File: src/perf_alloc_pkg.sv
// constants, field layout and carrier types for the bus queue allocation event filter
package perf_alloc_pkg;

	// ------------------------------------------------------------------
	// widths
	// ------------------------------------------------------------------
	localparam int unsigned ADDR_W = 8;
	localparam int unsigned DATA_W = 32;
	localparam int unsigned MASK_W = 16;
	localparam int unsigned CNT_W  = 32;
	localparam int unsigned RT_W   = 5;
	localparam int unsigned MEM_W  = 5;

	// ------------------------------------------------------------------
	// register byte offsets
	// ------------------------------------------------------------------
	localparam logic [ADDR_W-1:0] OFS_MASK   = 8'h00;
	localparam logic [ADDR_W-1:0] OFS_CTRL   = 8'h04;
	localparam logic [ADDR_W-1:0] OFS_MATCH  = 8'h08;
	localparam logic [ADDR_W-1:0] OFS_SECTOR = 8'h0c;
	localparam logic [ADDR_W-1:0] OFS_CHUNK  = 8'h10;
	localparam logic [ADDR_W-1:0] OFS_RETRY  = 8'h14;
	localparam logic [ADDR_W-1:0] OFS_STATUS = 8'h18;
	localparam logic [ADDR_W-1:0] OFS_BYTES  = 8'h1c;

	// ------------------------------------------------------------------
	// event mask field positions
	// ------------------------------------------------------------------
	localparam int unsigned RT_LSB       = 0;
	localparam int unsigned READ_BIT     = 5;
	localparam int unsigned WRITE_BIT    = 6;
	localparam int unsigned MEM_LSB      = 7;
	localparam int unsigned OWN_BIT      = 13;
	localparam int unsigned OTHER_BIT    = 14;
	localparam int unsigned PREFETCH_BIT = 15;

	// memory type one-hot positions inside the memory field
	localparam int unsigned UNCACHEABLE_TYPE_SELECT     = 0;
	localparam int unsigned WRITE_COMBINING_TYPE_SELECT = 1;
	localparam int unsigned WRITE_THROUGH_TYPE_SELECT   = 2;
	localparam int unsigned WRITE_PROTECTED_TYPE_SELECT = 3;
	localparam int unsigned WRITE_BACK_TYPE_SELECT      = 4;

	// ------------------------------------------------------------------
	// control / status bits and reset values
	// ------------------------------------------------------------------
	localparam int unsigned CTRL_EN_BIT   = 0;
	localparam int unsigned CTRL_CLR_BIT  = 1;
	localparam int unsigned STAT_SEEN_BIT = 0;
	localparam int unsigned STAT_EN_BIT   = 1;

	localparam logic [RT_W-1:0]   RT_DEFAULT   = 5'h01;
	localparam logic [MASK_W-1:0] MASK_RESET   = 16'h0000;
	localparam logic [CNT_W-1:0]  CNT_RESET    = 32'h0000_0000;
	localparam logic [CNT_W-1:0]  CNT_ONE      = 32'h0000_0001;
	localparam logic [CNT_W-1:0]  SECTOR_BYTES = 32'h0000_0040;
	localparam logic [CNT_W-1:0]  CHUNK_BYTES  = 32'h0000_0008;

	// ------------------------------------------------------------------
	// carrier types
	// ------------------------------------------------------------------
	typedef struct packed {
		logic [RT_W-1:0]  req_type;
		logic             is_read;
		logic             is_write;
		logic [MEM_W-1:0] mem_type;
		logic             own_agent;
		logic             is_prefetch;
		logic             is_retry;
		logic             is_sector;
	} alloc_txn_t;

	typedef struct packed {
		logic req_term;
		logic rw_term;
		logic mem_term;
		logic src_term;
		logic pf_block;
		logic hit;
	} match_terms_t;

endpackage : perf_alloc_pkg

File: src/alloc_match_eval.sv
// combinational match expression for one allocated queue entry
`timescale 1ns/100ps
module alloc_match_eval (
	input  wire logic [perf_alloc_pkg::MASK_W-1:0] mask_in,
	input  wire perf_alloc_pkg::alloc_txn_t        txn_in,
	output perf_alloc_pkg::match_terms_t           terms_out
);

	logic [perf_alloc_pkg::RT_W-1:0]  mask_rt;
	logic [perf_alloc_pkg::MEM_W-1:0] mem_sel;

	assign mask_rt = mask_in[perf_alloc_pkg::RT_LSB +: perf_alloc_pkg::RT_W];

	// ------------------------------------------------------------------
	// memory type field, one select bit per type
	// ------------------------------------------------------------------
	for (genvar i = 0; i < perf_alloc_pkg::MEM_W; i++) begin : g_mem
		assign mem_sel[i] = mask_in[perf_alloc_pkg::MEM_LSB + i] & txn_in.mem_type[i]; // [RULE9]
	end

	always_comb begin
		// the default code selects no request type at all
		terms_out.req_term = (mask_rt != perf_alloc_pkg::RT_DEFAULT) &&
			(txn_in.req_type == mask_rt); // [RULE8]
		terms_out.rw_term  = (mask_in[perf_alloc_pkg::READ_BIT] & txn_in.is_read) |
			(mask_in[perf_alloc_pkg::WRITE_BIT] & txn_in.is_write); // [RULE6]
		terms_out.mem_term = |mem_sel; // [RULE4]
		// own agent counts only its stores; foreign agents need their own bit
		terms_out.src_term = (mask_in[perf_alloc_pkg::OWN_BIT] & txn_in.own_agent & txn_in.is_write) |
			(mask_in[perf_alloc_pkg::OTHER_BIT] & ~txn_in.own_agent); // [RULE10] [RULE11]
		// prefetch qualifier acts on reads only
		terms_out.pf_block = txn_in.is_prefetch & txn_in.is_read &
			~mask_in[perf_alloc_pkg::PREFETCH_BIT]; // [RULE12]
		terms_out.hit = ((terms_out.req_term | terms_out.rw_term) | terms_out.mem_term) &
			terms_out.src_term & ~terms_out.pf_block; // [RULE7] [RULE4]
	end

endmodule : alloc_match_eval

File: src/bus_queue_alloc_event_filter.sv
// bus queue allocation event filter: mask register, match qualification and count pulse
// Functional notes
// RULE1: each allocation into the bus transaction queue that matches the mask gives one count pulse.
// RULE2: every counted entry stands for either a 64-byte sector or an 8-byte chunk.
// RULE3: a retried request is counted again on every retry allocation that matches.
// RULE4: mask fields are independent, bits 0-4 form the request-type field, and selections within a field are ORed.
// RULE5: software sets at least one bit in every field so that each field value is selected.
// RULE6: the request-type field joins bit 5 (reads) and bit 6 (writes) in one term of the expression.
// RULE7: a match is ((request type or bit 5 or bit 6) or memory type) and source agent.
// RULE8: request-type code 00001 means invalid or default and selects no request type.
// RULE9: bits 7 to 11 select uncacheable, write-combining, write-through, write-protected and write-back entries.
// RULE10: bits 13 and 14 form the source field: own stores and requests of other agents or DMA.
// RULE11: requests of other agents or DMA count only when bit 14 is set.
// RULE12: bit 15 adds prefetch requests to the count and affects reads only.
`timescale 1ns/100ps
module bus_queue_alloc_event_filter (
	input  wire logic                                clk_in,
	input  wire logic                                rst_in,
	input  wire logic                                queue_alloc_event_in,
	input  wire perf_alloc_pkg::alloc_txn_t          alloc_txn_in,
	input  wire logic [perf_alloc_pkg::ADDR_W-1:0]   reg_addr_in,
	input  wire logic [perf_alloc_pkg::DATA_W-1:0]   reg_wdata_in,
	input  wire logic                                reg_wr_in,
	input  wire logic                                reg_rd_in,
	output logic      [perf_alloc_pkg::DATA_W-1:0]   reg_rdata_out,
	output logic                                     count_pulse_out,
	output logic                                     count_sector_out
);

	// ------------------------------------------------------------------
	// state
	// ------------------------------------------------------------------
	logic [perf_alloc_pkg::MASK_W-1:0] event_select_control_reg_ff;
	logic [perf_alloc_pkg::MASK_W-1:0] nxt_event_select_control_reg;
	logic                              enable_ff;
	logic                              nxt_enable;
	logic                              seen_ff;
	logic                              nxt_seen;
	logic [perf_alloc_pkg::CNT_W-1:0]  match_cnt_ff;
	logic [perf_alloc_pkg::CNT_W-1:0]  nxt_match_cnt;
	logic [perf_alloc_pkg::CNT_W-1:0]  sector_cnt_ff;
	logic [perf_alloc_pkg::CNT_W-1:0]  nxt_sector_cnt;
	logic [perf_alloc_pkg::CNT_W-1:0]  chunk_cnt_ff;
	logic [perf_alloc_pkg::CNT_W-1:0]  nxt_chunk_cnt;
	logic [perf_alloc_pkg::CNT_W-1:0]  retry_cnt_ff;
	logic [perf_alloc_pkg::CNT_W-1:0]  nxt_retry_cnt;
	logic [perf_alloc_pkg::CNT_W-1:0]  byte_cnt_ff;
	logic [perf_alloc_pkg::CNT_W-1:0]  nxt_byte_cnt;
	logic [perf_alloc_pkg::DATA_W-1:0] rdata_ff;
	logic [perf_alloc_pkg::DATA_W-1:0] nxt_rdata;
	logic                              pulse_ff;
	logic                              nxt_pulse;
	logic                              sector_ff;
	logic                              nxt_sector;

	perf_alloc_pkg::match_terms_t      terms;
	logic                              hit_now;
	logic                              wr_mask;
	logic                              wr_ctrl;
	logic                              wr_status;
	logic                              clr_cnt;

	// ------------------------------------------------------------------
	// match evaluation
	// ------------------------------------------------------------------
	alloc_match_eval u_match (
		.mask_in   (event_select_control_reg_ff),
		.txn_in    (alloc_txn_in),
		.terms_out (terms)
	);

	// no dedup of retries: every allocation stands on its own
	assign hit_now   = queue_alloc_event_in & enable_ff & terms.hit; // [RULE1] [RULE3]
	assign wr_mask   = reg_wr_in && (reg_addr_in == perf_alloc_pkg::OFS_MASK);
	assign wr_ctrl   = reg_wr_in && (reg_addr_in == perf_alloc_pkg::OFS_CTRL);
	assign wr_status = reg_wr_in && (reg_addr_in == perf_alloc_pkg::OFS_STATUS);
	assign clr_cnt   = wr_ctrl & reg_wdata_in[perf_alloc_pkg::CTRL_CLR_BIT];

	// ------------------------------------------------------------------
	// configuration registers
	// ------------------------------------------------------------------
	always_comb begin
		nxt_event_select_control_reg = event_select_control_reg_ff;
		nxt_enable                   = enable_ff;
		if (wr_mask) begin
			nxt_event_select_control_reg = reg_wdata_in[perf_alloc_pkg::MASK_W-1:0];
		end
		if (wr_ctrl) begin
			nxt_enable = reg_wdata_in[perf_alloc_pkg::CTRL_EN_BIT];
		end
	end

	always_ff @(posedge clk_in or posedge rst_in) begin
		if (rst_in) begin
			event_select_control_reg_ff <= perf_alloc_pkg::MASK_RESET;
			enable_ff                   <= 1'b0;
		end else begin
			event_select_control_reg_ff <= nxt_event_select_control_reg;
			enable_ff                   <= nxt_enable;
		end
	end

	// ------------------------------------------------------------------
	// count pulse and counters
	// ------------------------------------------------------------------
	// a clear in the same cycle as a hit keeps that hit, so nothing is lost
	always_comb begin
		nxt_pulse      = hit_now; // [RULE1]
		nxt_sector     = hit_now & alloc_txn_in.is_sector; // [RULE2]
		nxt_match_cnt  = clr_cnt ? perf_alloc_pkg::CNT_RESET : match_cnt_ff;
		nxt_sector_cnt = clr_cnt ? perf_alloc_pkg::CNT_RESET : sector_cnt_ff;
		nxt_chunk_cnt  = clr_cnt ? perf_alloc_pkg::CNT_RESET : chunk_cnt_ff;
		nxt_retry_cnt  = clr_cnt ? perf_alloc_pkg::CNT_RESET : retry_cnt_ff;
		nxt_byte_cnt   = clr_cnt ? perf_alloc_pkg::CNT_RESET : byte_cnt_ff;
		if (hit_now) begin
			nxt_match_cnt = nxt_match_cnt + perf_alloc_pkg::CNT_ONE; // [RULE1]
			if (alloc_txn_in.is_sector) begin
				nxt_sector_cnt = nxt_sector_cnt + perf_alloc_pkg::CNT_ONE; // [RULE2]
				nxt_byte_cnt   = nxt_byte_cnt + perf_alloc_pkg::SECTOR_BYTES; // [RULE2]
			end else begin
				nxt_chunk_cnt = nxt_chunk_cnt + perf_alloc_pkg::CNT_ONE; // [RULE2]
				nxt_byte_cnt  = nxt_byte_cnt + perf_alloc_pkg::CHUNK_BYTES; // [RULE2]
			end
			if (alloc_txn_in.is_retry) begin
				nxt_retry_cnt = nxt_retry_cnt + perf_alloc_pkg::CNT_ONE; // [RULE3]
			end
		end
	end

	always_ff @(posedge clk_in or posedge rst_in) begin
		if (rst_in) begin
			pulse_ff      <= 1'b0;
			sector_ff     <= 1'b0;
			match_cnt_ff  <= perf_alloc_pkg::CNT_RESET;
			sector_cnt_ff <= perf_alloc_pkg::CNT_RESET;
			chunk_cnt_ff  <= perf_alloc_pkg::CNT_RESET;
			retry_cnt_ff  <= perf_alloc_pkg::CNT_RESET;
			byte_cnt_ff   <= perf_alloc_pkg::CNT_RESET;
		end else begin
			pulse_ff      <= nxt_pulse;
			sector_ff     <= nxt_sector;
			match_cnt_ff  <= nxt_match_cnt;
			sector_cnt_ff <= nxt_sector_cnt;
			chunk_cnt_ff  <= nxt_chunk_cnt;
			retry_cnt_ff  <= nxt_retry_cnt;
			byte_cnt_ff   <= nxt_byte_cnt;
		end
	end

	// ------------------------------------------------------------------
	// sticky seen flag and read port
	// ------------------------------------------------------------------
	always_comb begin
		nxt_seen = (seen_ff & ~(wr_status & reg_wdata_in[perf_alloc_pkg::STAT_SEEN_BIT])) | hit_now;
		nxt_rdata = '0;
		if (reg_rd_in) begin
			case (reg_addr_in)
				perf_alloc_pkg::OFS_MASK: begin
					nxt_rdata[perf_alloc_pkg::MASK_W-1:0] = event_select_control_reg_ff;
				end
				perf_alloc_pkg::OFS_CTRL: begin
					nxt_rdata[perf_alloc_pkg::CTRL_EN_BIT] = enable_ff;
				end
				perf_alloc_pkg::OFS_MATCH: begin
					nxt_rdata = match_cnt_ff;
				end
				perf_alloc_pkg::OFS_SECTOR: begin
					nxt_rdata = sector_cnt_ff;
				end
				perf_alloc_pkg::OFS_CHUNK: begin
					nxt_rdata = chunk_cnt_ff;
				end
				perf_alloc_pkg::OFS_RETRY: begin
					nxt_rdata = retry_cnt_ff;
				end
				perf_alloc_pkg::OFS_STATUS: begin
					nxt_rdata[perf_alloc_pkg::STAT_SEEN_BIT] = seen_ff;
					nxt_rdata[perf_alloc_pkg::STAT_EN_BIT]   = enable_ff;
				end
				perf_alloc_pkg::OFS_BYTES: begin
					nxt_rdata = byte_cnt_ff;
				end
				default: begin
					nxt_rdata = '0;
				end
			endcase
		end
	end

	always_ff @(posedge clk_in or posedge rst_in) begin
		if (rst_in) begin
			seen_ff  <= 1'b0;
			rdata_ff <= '0;
		end else begin
			seen_ff  <= nxt_seen;
			rdata_ff <= nxt_rdata;
		end
	end

	assign reg_rdata_out    = rdata_ff;
	assign count_pulse_out  = pulse_ff;
	assign count_sector_out = sector_ff;

	// ------------------------------------------------------------------
	// assertions
	// ------------------------------------------------------------------
	property p_hit_pulses;
		@(posedge clk_in) disable iff (rst_in)
		(queue_alloc_event_in && enable_ff && terms.hit) |=> count_pulse_out;
	endproperty
	a_hit_pulses: assert property (p_hit_pulses) else $error("matching allocation gave no pulse"); // [RULE1]

	property p_pulse_has_cause;
		@(posedge clk_in) disable iff (rst_in)
		count_pulse_out |-> $past(queue_alloc_event_in) && $past(enable_ff) && $past(terms.src_term);
	endproperty
	a_pulse_has_cause: assert property (p_pulse_has_cause) else $error("pulse without qualified allocation"); // [RULE7]

	property p_unit_bytes;
		@(posedge clk_in) disable iff (rst_in)
		(hit_now && !clr_cnt) |=>
			(byte_cnt_ff == $past(byte_cnt_ff) + (count_sector_out ? perf_alloc_pkg::SECTOR_BYTES
			                                                       : perf_alloc_pkg::CHUNK_BYTES));
	endproperty
	a_unit_bytes: assert property (p_unit_bytes) else $error("byte count did not add 64 or 8"); // [RULE2]

	property p_retry_counted;
		@(posedge clk_in) disable iff (rst_in)
		(hit_now && alloc_txn_in.is_retry && !clr_cnt) |=>
			(retry_cnt_ff == $past(retry_cnt_ff) + perf_alloc_pkg::CNT_ONE) && count_pulse_out;
	endproperty
	a_retry_counted: assert property (p_retry_counted) else $error("retry allocation not counted"); // [RULE3]

	property p_default_type_silent;
		@(posedge clk_in) disable iff (rst_in)
		(queue_alloc_event_in && (event_select_control_reg_ff[11:0] == 12'h001)) |=> !count_pulse_out;
	endproperty
	a_default_type_silent: assert property (p_default_type_silent) else $error("default type alone counted"); // [RULE8]

	property p_foreign_needs_bit;
		@(posedge clk_in) disable iff (rst_in)
		(queue_alloc_event_in && !alloc_txn_in.own_agent &&
			!event_select_control_reg_ff[perf_alloc_pkg::OTHER_BIT]) |=> !count_pulse_out;
	endproperty
	a_foreign_needs_bit: assert property (p_foreign_needs_bit) else $error("foreign request counted"); // [RULE11]

	property p_prefetch_read_blocked;
		@(posedge clk_in) disable iff (rst_in)
		(queue_alloc_event_in && alloc_txn_in.is_prefetch && alloc_txn_in.is_read &&
			!event_select_control_reg_ff[perf_alloc_pkg::PREFETCH_BIT]) |=> !count_pulse_out;
	endproperty
	a_prefetch_read_blocked: assert property (p_prefetch_read_blocked) else $error("prefetch read counted"); // [RULE12]

	property p_mem_type_counts;
		@(posedge clk_in) disable iff (rst_in)
		(queue_alloc_event_in && enable_ff && terms.src_term && !terms.pf_block &&
			|(event_select_control_reg_ff[11:7] & alloc_txn_in.mem_type)) |=> count_pulse_out;
	endproperty
	a_mem_type_counts: assert property (p_mem_type_counts) else $error("memory type match lost"); // [RULE9]

	property p_read_term_counts;
		@(posedge clk_in) disable iff (rst_in)
		(queue_alloc_event_in && enable_ff && terms.src_term && !terms.pf_block && alloc_txn_in.is_read &&
			event_select_control_reg_ff[perf_alloc_pkg::READ_BIT]) |=>
			count_pulse_out;
	endproperty
	a_read_term_counts: assert property (p_read_term_counts) else $error("read qualifier lost"); // [RULE6]

	property p_own_store_counts;
		@(posedge clk_in) disable iff (rst_in)
		(queue_alloc_event_in && enable_ff && alloc_txn_in.own_agent && alloc_txn_in.is_write &&
			!alloc_txn_in.is_read && event_select_control_reg_ff[perf_alloc_pkg::OWN_BIT] &&
			event_select_control_reg_ff[perf_alloc_pkg::WRITE_BIT]) |=> count_pulse_out;
	endproperty
	a_own_store_counts: assert property (p_own_store_counts) else $error("own store not counted"); // [RULE10]

	property p_read_once;
		@(posedge clk_in) disable iff (rst_in)
		(!reg_rd_in) |=> (reg_rdata_out == '0);
	endproperty
	a_read_once: assert property (p_read_once) else $error("read data outside its cycle");

	c_sector_hit: cover property (@(posedge clk_in) disable iff (rst_in) count_pulse_out && count_sector_out);
	c_chunk_hit: cover property (@(posedge clk_in) disable iff (rst_in) count_pulse_out && !count_sector_out);
	c_retry_hit: cover property (@(posedge clk_in) disable iff (rst_in) hit_now && alloc_txn_in.is_retry);
	c_back_to_back: cover property (@(posedge clk_in) disable iff (rst_in) count_pulse_out [*3]);

endmodule : bus_queue_alloc_event_filter

File: config.mk
export PLATFORM = sky130hd
export DESIGN_NAME = bus_queue_alloc_event_filter
export DESIGN_NICKNAME = d
export VERILOG_FILES = /design/src/perf_alloc_pkg.sv /design/src/alloc_match_eval.sv /design/src/bus_queue_alloc_event_filter.sv
export SDC_FILE = /design/constraint.sdc
export NUM_CORES = 1
export LEC_CHECK = 0
export BUFFER_PORTS_ARGS = -buffer_cell sky130_fd_sc_hd__buf_4
export CAP_MARGIN = 20
export CORE_AREA = 2 2 207 189
export DETAILED_ROUTE_END_ITERATION = 16
export DIE_AREA = 0 0 209 191
export HOLD_SLACK_MARGIN = 0.1
export SYNTH_ARGS = -nofsm -noshare
export SYNTH_HDL_FRONTEND = slang
export SYNTH_HIERARCHICAL = 1
export SYNTH_SLANG_ARGS = --single-unit
export TNS_END_PERCENT = 20
File: constraint.sdc
create_clock -name clk_in -period 8 [get_ports clk_in]
set_input_delay 0 -clock clk_in [delete_from_list [all_inputs] [get_ports clk_in]]
set_output_delay 0 -clock clk_in [all_outputs]
set_load 0.02 [all_outputs]
-- Yosys cells after proc, flatten, opt, wreduce, memory -nomap -nowiden
Cells that the tools add are included.
- bits of input ports: 61
- flip-flop bits (word level): 212
- $add $sub $neg: 6
- bitwise logic cells: 29
- multiplexer cells: 19
- eq/ne operators: 9
- reductions and logical operators: 6
- operators by type and width (operator ; count):
    $mux W32 ; 15
    $add A32 B1 Y32 const B ; 4
    $pmux W14 S6 ; 1
    $pmux W16 S5 ; 1
    $add A32 B4 Y32 const B ; 1
    $add A32 B7 Y32 const B ; 1
    $eq A8 B5 Y1 const B ; 4
    $and A1 B1 Y1 ; 20
    $eq A8 B4 Y1 const B ; 2
    $eq A8 B3 Y1 const B ; 1
    $logic_not A8 Y1 ; 1
    $pmux W1 S8 ; 1
    $pmux W1 S7 ; 1
    $eq A5 B5 Y1 ; 1
    $ne A5 B1 Y1 const B ; 1
    $or A1 B1 Y1 ; 5
    $reduce_or A5 Y1 ; 1
    $logic_and A1 B1 Y1 ; 4
    $not A1 Y1 ; 4

-- Logic depth before layout (Yosys ltp)
Gate-level depths: netlist of the first run.
- word-level depth: 8
- depth in mapped cells: 10

-- Modules after synthesis
The synthesis of the first run kept the hierarchy.
- by module, submodules not included (module ; times used ; sequential area each (um2) ; cells each ; area each (um2)):
    bus_queue_alloc_event_filter ; 1 ; 5230.0 ; 1137 ; 11091.9
    alloc_match_eval ; 1 ; 0.0 ; 20 ; 136.4

-- Least setup slack after synthesis of the first run
Ideal clock, no wire load.
- path type: register to register
- start: reg event_select_control_reg_ff[0] in the netlist's numbering
- end: reg sector_cnt_ff[17] in the netlist's numbering
- buffers on the path: 1
- arrival time: 2344 ps
- setup time: 119 ps
- stages on the path, launching flop included: 11
- data required time: 7881 ps
- setup slack: 5537 ps
- cells stage by stage: dfrtp_1 -> nor4b_1 -> or3_1 -> a21oi_2 -> o311a_1 -> nand4_1 -> or3_1 -> clkbuf_1 -> nor4_1 -> xnor2_1 -> nor2_1
- RTL lines (item ; RTL line ; RTL):
    start: declaration ; bus_queue_alloc_event_filter.sv:33 ; logic [perf_alloc_pkg::MASK_W-1:0] event_select_control_reg_ff;
    start signal: assignment ; bus_queue_alloc_event_filter.sv:95 ; event_select_control_reg_ff <= perf_alloc_pkg::MASK_RESET;
    start signal: assignment ; bus_queue_alloc_event_filter.sv:98 ; event_select_control_reg_ff <= nxt_event_select_control_reg;
    end signal: assignment ; bus_queue_alloc_event_filter.sv:135 ; sector_cnt_ff <= perf_alloc_pkg::CNT_RESET;
    end signal: assignment ; bus_queue_alloc_event_filter.sv:143 ; sector_cnt_ff <= nxt_sector_cnt;
    end: declaration ; bus_queue_alloc_event_filter.sv:41 ; logic [perf_alloc_pkg::CNT_W-1:0] sector_cnt_ff;

==> results of run 1 <==
==> worst max path at each step <==
| stage | from | to | slack [ns] | cells past startpoint |
|---|---|---|---|---|
| 6_report | event_select_control_reg_ff[0] | sector_cnt_ff[25] | 4.48 | 9 |
| 5_1_grt | event_select_control_reg_ff[0] | sector_cnt_ff[12] | 4.13 | 9 |
| 4_1_cts | event_select_control_reg_ff[0] | sector_cnt_ff[12] | 4.52 | 9 |
| 3_5_place_dp | event_select_control_reg_ff[0] | sector_cnt_ff[12] | 4.54 | 9 |
| 3_3_place_gp | event_select_control_reg_ff[0] | sector_cnt_ff[16] | 4.50 | 9 |
| 2_1_floorplan | rst_in | byte_cnt_ff[10] | 2.29 | 1 |
==> power by group <==
part	total, mW	leakage, nW	internal [mW]	switching (mW)
Combinational	0.106	2.59	0.0430	0.0626
Clock	1.13	0.386	0.691	0.440
Sequential	1.07	2.91	1.06	0.00597
==> layout by cell type (no fill, tap or decap), types with 3 or more instances in the layout <==
cell type and instances:
a22oi_1 33, o21ai_0 29, inv_1 16, mux2_2 43
nor3_1 29, nand2_1 75, nand4_1 60, nand3_1 61
mux2i_1 19, clkinvlp_4 4, a221oi_1 27, clkinv_2 4
o2111ai_1 3, bufinv_16 4, dfrtp_1 209, xor2_1 92
nor2b_1 17, and2_1 23, mux2_1 10, clkbuf_8 4
clkbuf_16 23, a21oi_1 10, buf_4 85, or3_1 11
and4_1 14, nor4_1 16, and3_1 15, ha_1 6
xnor2_1 55, dlygate4sd3_1 32, nor2_1 191
==> final cells by class <==
cell class / instances / area, sq um / share of cell area [%]
repair buffers: 119 / 997 / 7.46
clock buffers: 28 / 634 / 4.75
clock inverters: 12 / 170 / 1.27
inverters: 17 / 71.3 / 0.534
multi-input cells: 872 / 5650 / 42.3
well taps: 490 / 613 / 4.59
flip-flops and latches: 209 / 5230 / 39.1
==> flip-flops by register name, indices dropped and copies added (netlist names) <==
| signal | count |
|---|---|
| enable_ff | 1 |
| retry_cnt_ff | 32 |
| match_cnt_ff | 32 |
| chunk_cnt_ff | 32 |
| byte_cnt_ff | 29 |
| event_select_control_reg_ff | 16 |
| count_sector_out | 1 |
| seen_ff | 1 |
| sector_cnt_ff | 32 |
| count_pulse_out | 1 |
| reg_rdata_out | 32 |
==> worst max-delay path: stages (launching register included) <==
cell      delay [ns]
dfrtp_1         0.44
nor4b_1         0.17
or3_1           0.32
a21oi_2         0.14
o311a_1         0.34
nand4_1         0.54
nor3_1          0.97
nand4b_1        0.20
xor2_1          0.19
nor2_1          0.05
==> routing by layer <==
metal	share of wire [%]	wire length, microns	vias up	track usage [%]
met2	43	13000	296	22.6
met4	1.6	492	0	2.80
met3	6.1	1830	44	2.60
met1	49	14600	4419	22.8
li1	-	-	4260	-
met5	0	0	-	0
==> run metrics, run 1 <==
status finished, final reports clean; share of post-route cells with drive strength above 1 14.6%; wire length per cell after detailed routing 17.2 microns; DR pass1 iterations 5; Routed Antenna Nets 0; Slew HR 31.2%; PortBufs 78; Leak 5.88 nW; Crit Path Max Fanout 12; antenna violations before repair 0; H-Tree Depth 1; Hold EP reg_rdata_out[10]; clock latency on the worst-skew pair 0.51 ns; largest net degree at the start of global routing 144; Ys Warns 6; clk buf depth 3; Max Transition Viols Final 0; Final Hold Viols 0; area of the mapped netlist 0.0112 sq mm; post-place setup slack 4.54 ns; Area after DPL 0.0122 sq mm; Area Growth Syn to Fin 19.0%; hold_sp reg_addr_in[7]; clk sinks 209; Via-to-Cell Ratio 5.16; fin util 35.3%; Syn Inst Count 1156; total global routing track utilization 15.1%; kind of critical path flop to flop; Die Span Y 191 microns; Max-Cap Viols 0; ant diodes 0; final count of negative-setup-slack endpoints 0; GRT overflow 0; crit path DAT 3.88 ns; gpl congestion 0.827; post-cts sizing count 0; Peak Freq 0.284 GHz; R2R depth 9; CTS tree built; CTS buffer count 22; routed vias 9019; drt initial violations 684; I/O pin count 95; Worst-Margin Slew 1.02 ns; Worst Skew 0.00856 ns; HPWL Detailed 20.6 mm; die area 0.0399 sq mm; Worst Setup End Kind flop; post-route total power 2.30 mW; Post-CTS Setup Inserts 0; worst reg2reg path endpoint sector_cnt_ff[25]; vias in the first global route 8769; CTS clk-pin slew, worst paths 0.06 ns; required time of the critical path 8.36 ns; Avg Cell Area, Syn 9.71 sq um; Core Rows 68; quantity of hold-fixing buffers added after cts 31; CP Launch Type flop; worst r2r src event_select_control_reg_ff[0]; filler instances 3755; first-pass GRT wire length 48.7 mm; Pwr per Cell Area 172 mW/mm^2; RSZ-0062 raised after global routing false; Fin Hold WS 0.125 ns; sum of negative setup slack 0 ns; total wire length 30.0 mm; final worst-path cycle share 44.0%; starting density of the core 29.6%; fin worst setup slack 4.48 ns; worst vdd ir 0.000115 V; chip width 209 microns; drt drc 0; Mapped Nets 1223; Final Cell Area 0.0134 sq mm; final net count 1308; hold depth 5; Reg2Reg Setup Slack 4.48 ns; minimum clock period 3.52 ns; final std cells w/o fill 1747; clk root buf clkbuf_16; Post-Place Cells 1673; Core Region 0.0379 sq mm; Hold WC Path Type input pin to flop
(Power assumes the default switching activity.)
==> inputs of run 2 (changes only) <==
clock period = 3.1 ns   (was 8 ns; I/O delays follow)
==> run 2 against run 1 <==
Compared with the run above: total power is 150% higher; clock skew is 0.00065 ns higher; global-route usage increased by 0.26 points; combinational power grew to 2.7 times the previous value; die area unchanged; utilization grew 0.39 points; setup slack worse by 4.2 ns; sequential power rose to 2.6 times the previous value; critical path type unchanged; critical endpoint is now match_cnt_ff[31]; largest cell class unchanged.
==> run metrics, run 2 (synthesis gave the netlist of run 1 again) <==
final worst-path cycle share 90.9%; Max-Cap Viols 0; post-place setup slack 0.207 ns; final std cells w/o fill 1771; Routed Antenna Nets 0; Post-CTS Setup Inserts 0; multi-input logic area 0.00565 sq mm; chip width 209 microns; crit path DAT 3.25 ns; Worst Setup SP event_select_control_reg_ff[0]; Peak Freq 0.355 GHz; most common cell after layout, fill and taps aside dfrtp_1; clock latency on the worst-skew pair 0.52 ns; worst r2r src event_select_control_reg_ff[0]; Worst Setup End Kind flop; total global routing track utilization 15.4%; Worst-Margin Slew 0.834 ns; ant diodes 0; final count of negative-setup-slack endpoints 0; most frequent cells in the layout dfrtp_1, nor2_1, buf_4; drt drc 0; Slew HR 43.9%; HPWL Detailed 21.9 mm; Core Rows 68; Worst Skew 0.00921 ns; Max Transition Viols Final 0; required time of the critical path 3.54 ns; starting density of the core 29.6%; clk root buf clkbuf_16; total wire length 30.6 mm; first-pass GRT wire length 49.5 mm; Die Span Y 191 microns; I/O pin count 95; Area Growth Syn to Fin 20.3%; CTS clk-pin slew, worst paths 0.06 ns; antenna violations before repair 0; gpl congestion 0.878; GRT overflow 0; clk sinks 209; sum of negative setup slack 0 ns; Area after DPL 0.0125 sq mm; CTS buffer count 23; kind of critical path flop to flop; DR pass1 iterations 7; CP Launch Type flop; drt initial violations 594; wire length per cell after detailed routing 17.3 microns; CTS tree built; fin worst setup slack 0.284 ns; Hold WC Path Type input pin to async pin; RSZ-0062 raised after global routing false; largest net degree at the start of global routing 68; status finished, final reports clean; Post-Place Cells 1705; filler instances 3786; H-Tree Depth 1; Via-to-Cell Ratio 5.12; clk buf depth 3; PortBufs 78; Final Cell Area 0.0135 sq mm; minimum clock period 2.82 ns; die area 0.0399 sq mm; Fin Hold WS 0.151 ns; routed vias 9075; Final Hold Viols 0; Sequential Area 0.00523 sq mm; share of post-route cells with drive strength above 1 16.3%; Leak 5.97 nW; Core Region 0.0379 sq mm; Crit Path Max Fanout 9; vias in the first global route 8814; Pwr per Cell Area 425 mW/mm^2; final net count 1334; worst vdd ir 0.000366 V
## run 2: cell types whose count changed in the layout (fill, tap and decap cells not counted), sizes merged
cell         delta
clkinvlp        -3
buf            +30
inv             -1
dlygate4sd3     -5
clkinv          -1
clkbuf          +7
bufinv          -3
## run 2: critical path: stages, from the launching register on
cell and delay, ns:
dfrtp_1 0.41, nor4b_1 0.16, or3_1 0.32, a21oi_2 0.14, o311a_4 0.23, nand3_2 0.20
nor3_1 0.26, buf_4 0.17, nand3_1 0.25, or3_1 0.43, a21oi_1 0.15
## run 2: area by class of cell
type	instances	area share (%)
multi-input combinational	872	41.8
sequential	209	38.7
timing repair buffer	144	9.06
clock buffer	35	5.04
tap	490	4.54
inverter	17	0.500
clock inverter	4	0.333
## run 2: layer usage
layer,global-route usage (%),vias to the layer above,routed length (microns)
li1,-,4304,-
met5,0,-,0
met2,23.5,233,13500
met3,2.10,37,1630
met4,2.86,0,517
met1,23.1,4501,15000
## run 2: where the power goes
| part | switching [mW] | total [mW] | internal [mW] |
|---|---|---|---|
| logic | 0.166 | 0.282 | 0.116 |
| registers | 0.0145 | 2.76 | 2.74 |
| clock network | 1.11 | 2.70 | 1.58 |
| total | 1.30 | 5.73 | 4.44 |
## run 2: final timing paths
path                                     endpoint  slack, ns  cells past startpoint
worst max-delay path             match_cnt_ff[31]       0.28                     10
worst min register to register            seen_ff       0.51                      1
worst min-delay path            sector_cnt_ff[27]       0.15                      3
worst max register to register   match_cnt_ff[31]       0.28                     10
min in group clk_in              reg_rdata_out[0]       0.16                      6
max in group asynchronous         chunk_cnt_ff[9]       2.17                      4
## run 2: repair_timing
item,4_1_cts,5_1_grt
hold buffers,27,0
hold endpoints to repair,133,0
endpoints found under the setup margin,0,1
resized for setup,0,1
## run 2: through the flow
step           power (mW)  util [%]
2_1_floorplan        2.94         -
3_3_place_gp         3.06      33.0
3_5_place_dp         3.07      33.0
4_1_cts              5.79      35.6
5_1_grt              5.93      35.7
6_report             5.73      35.7
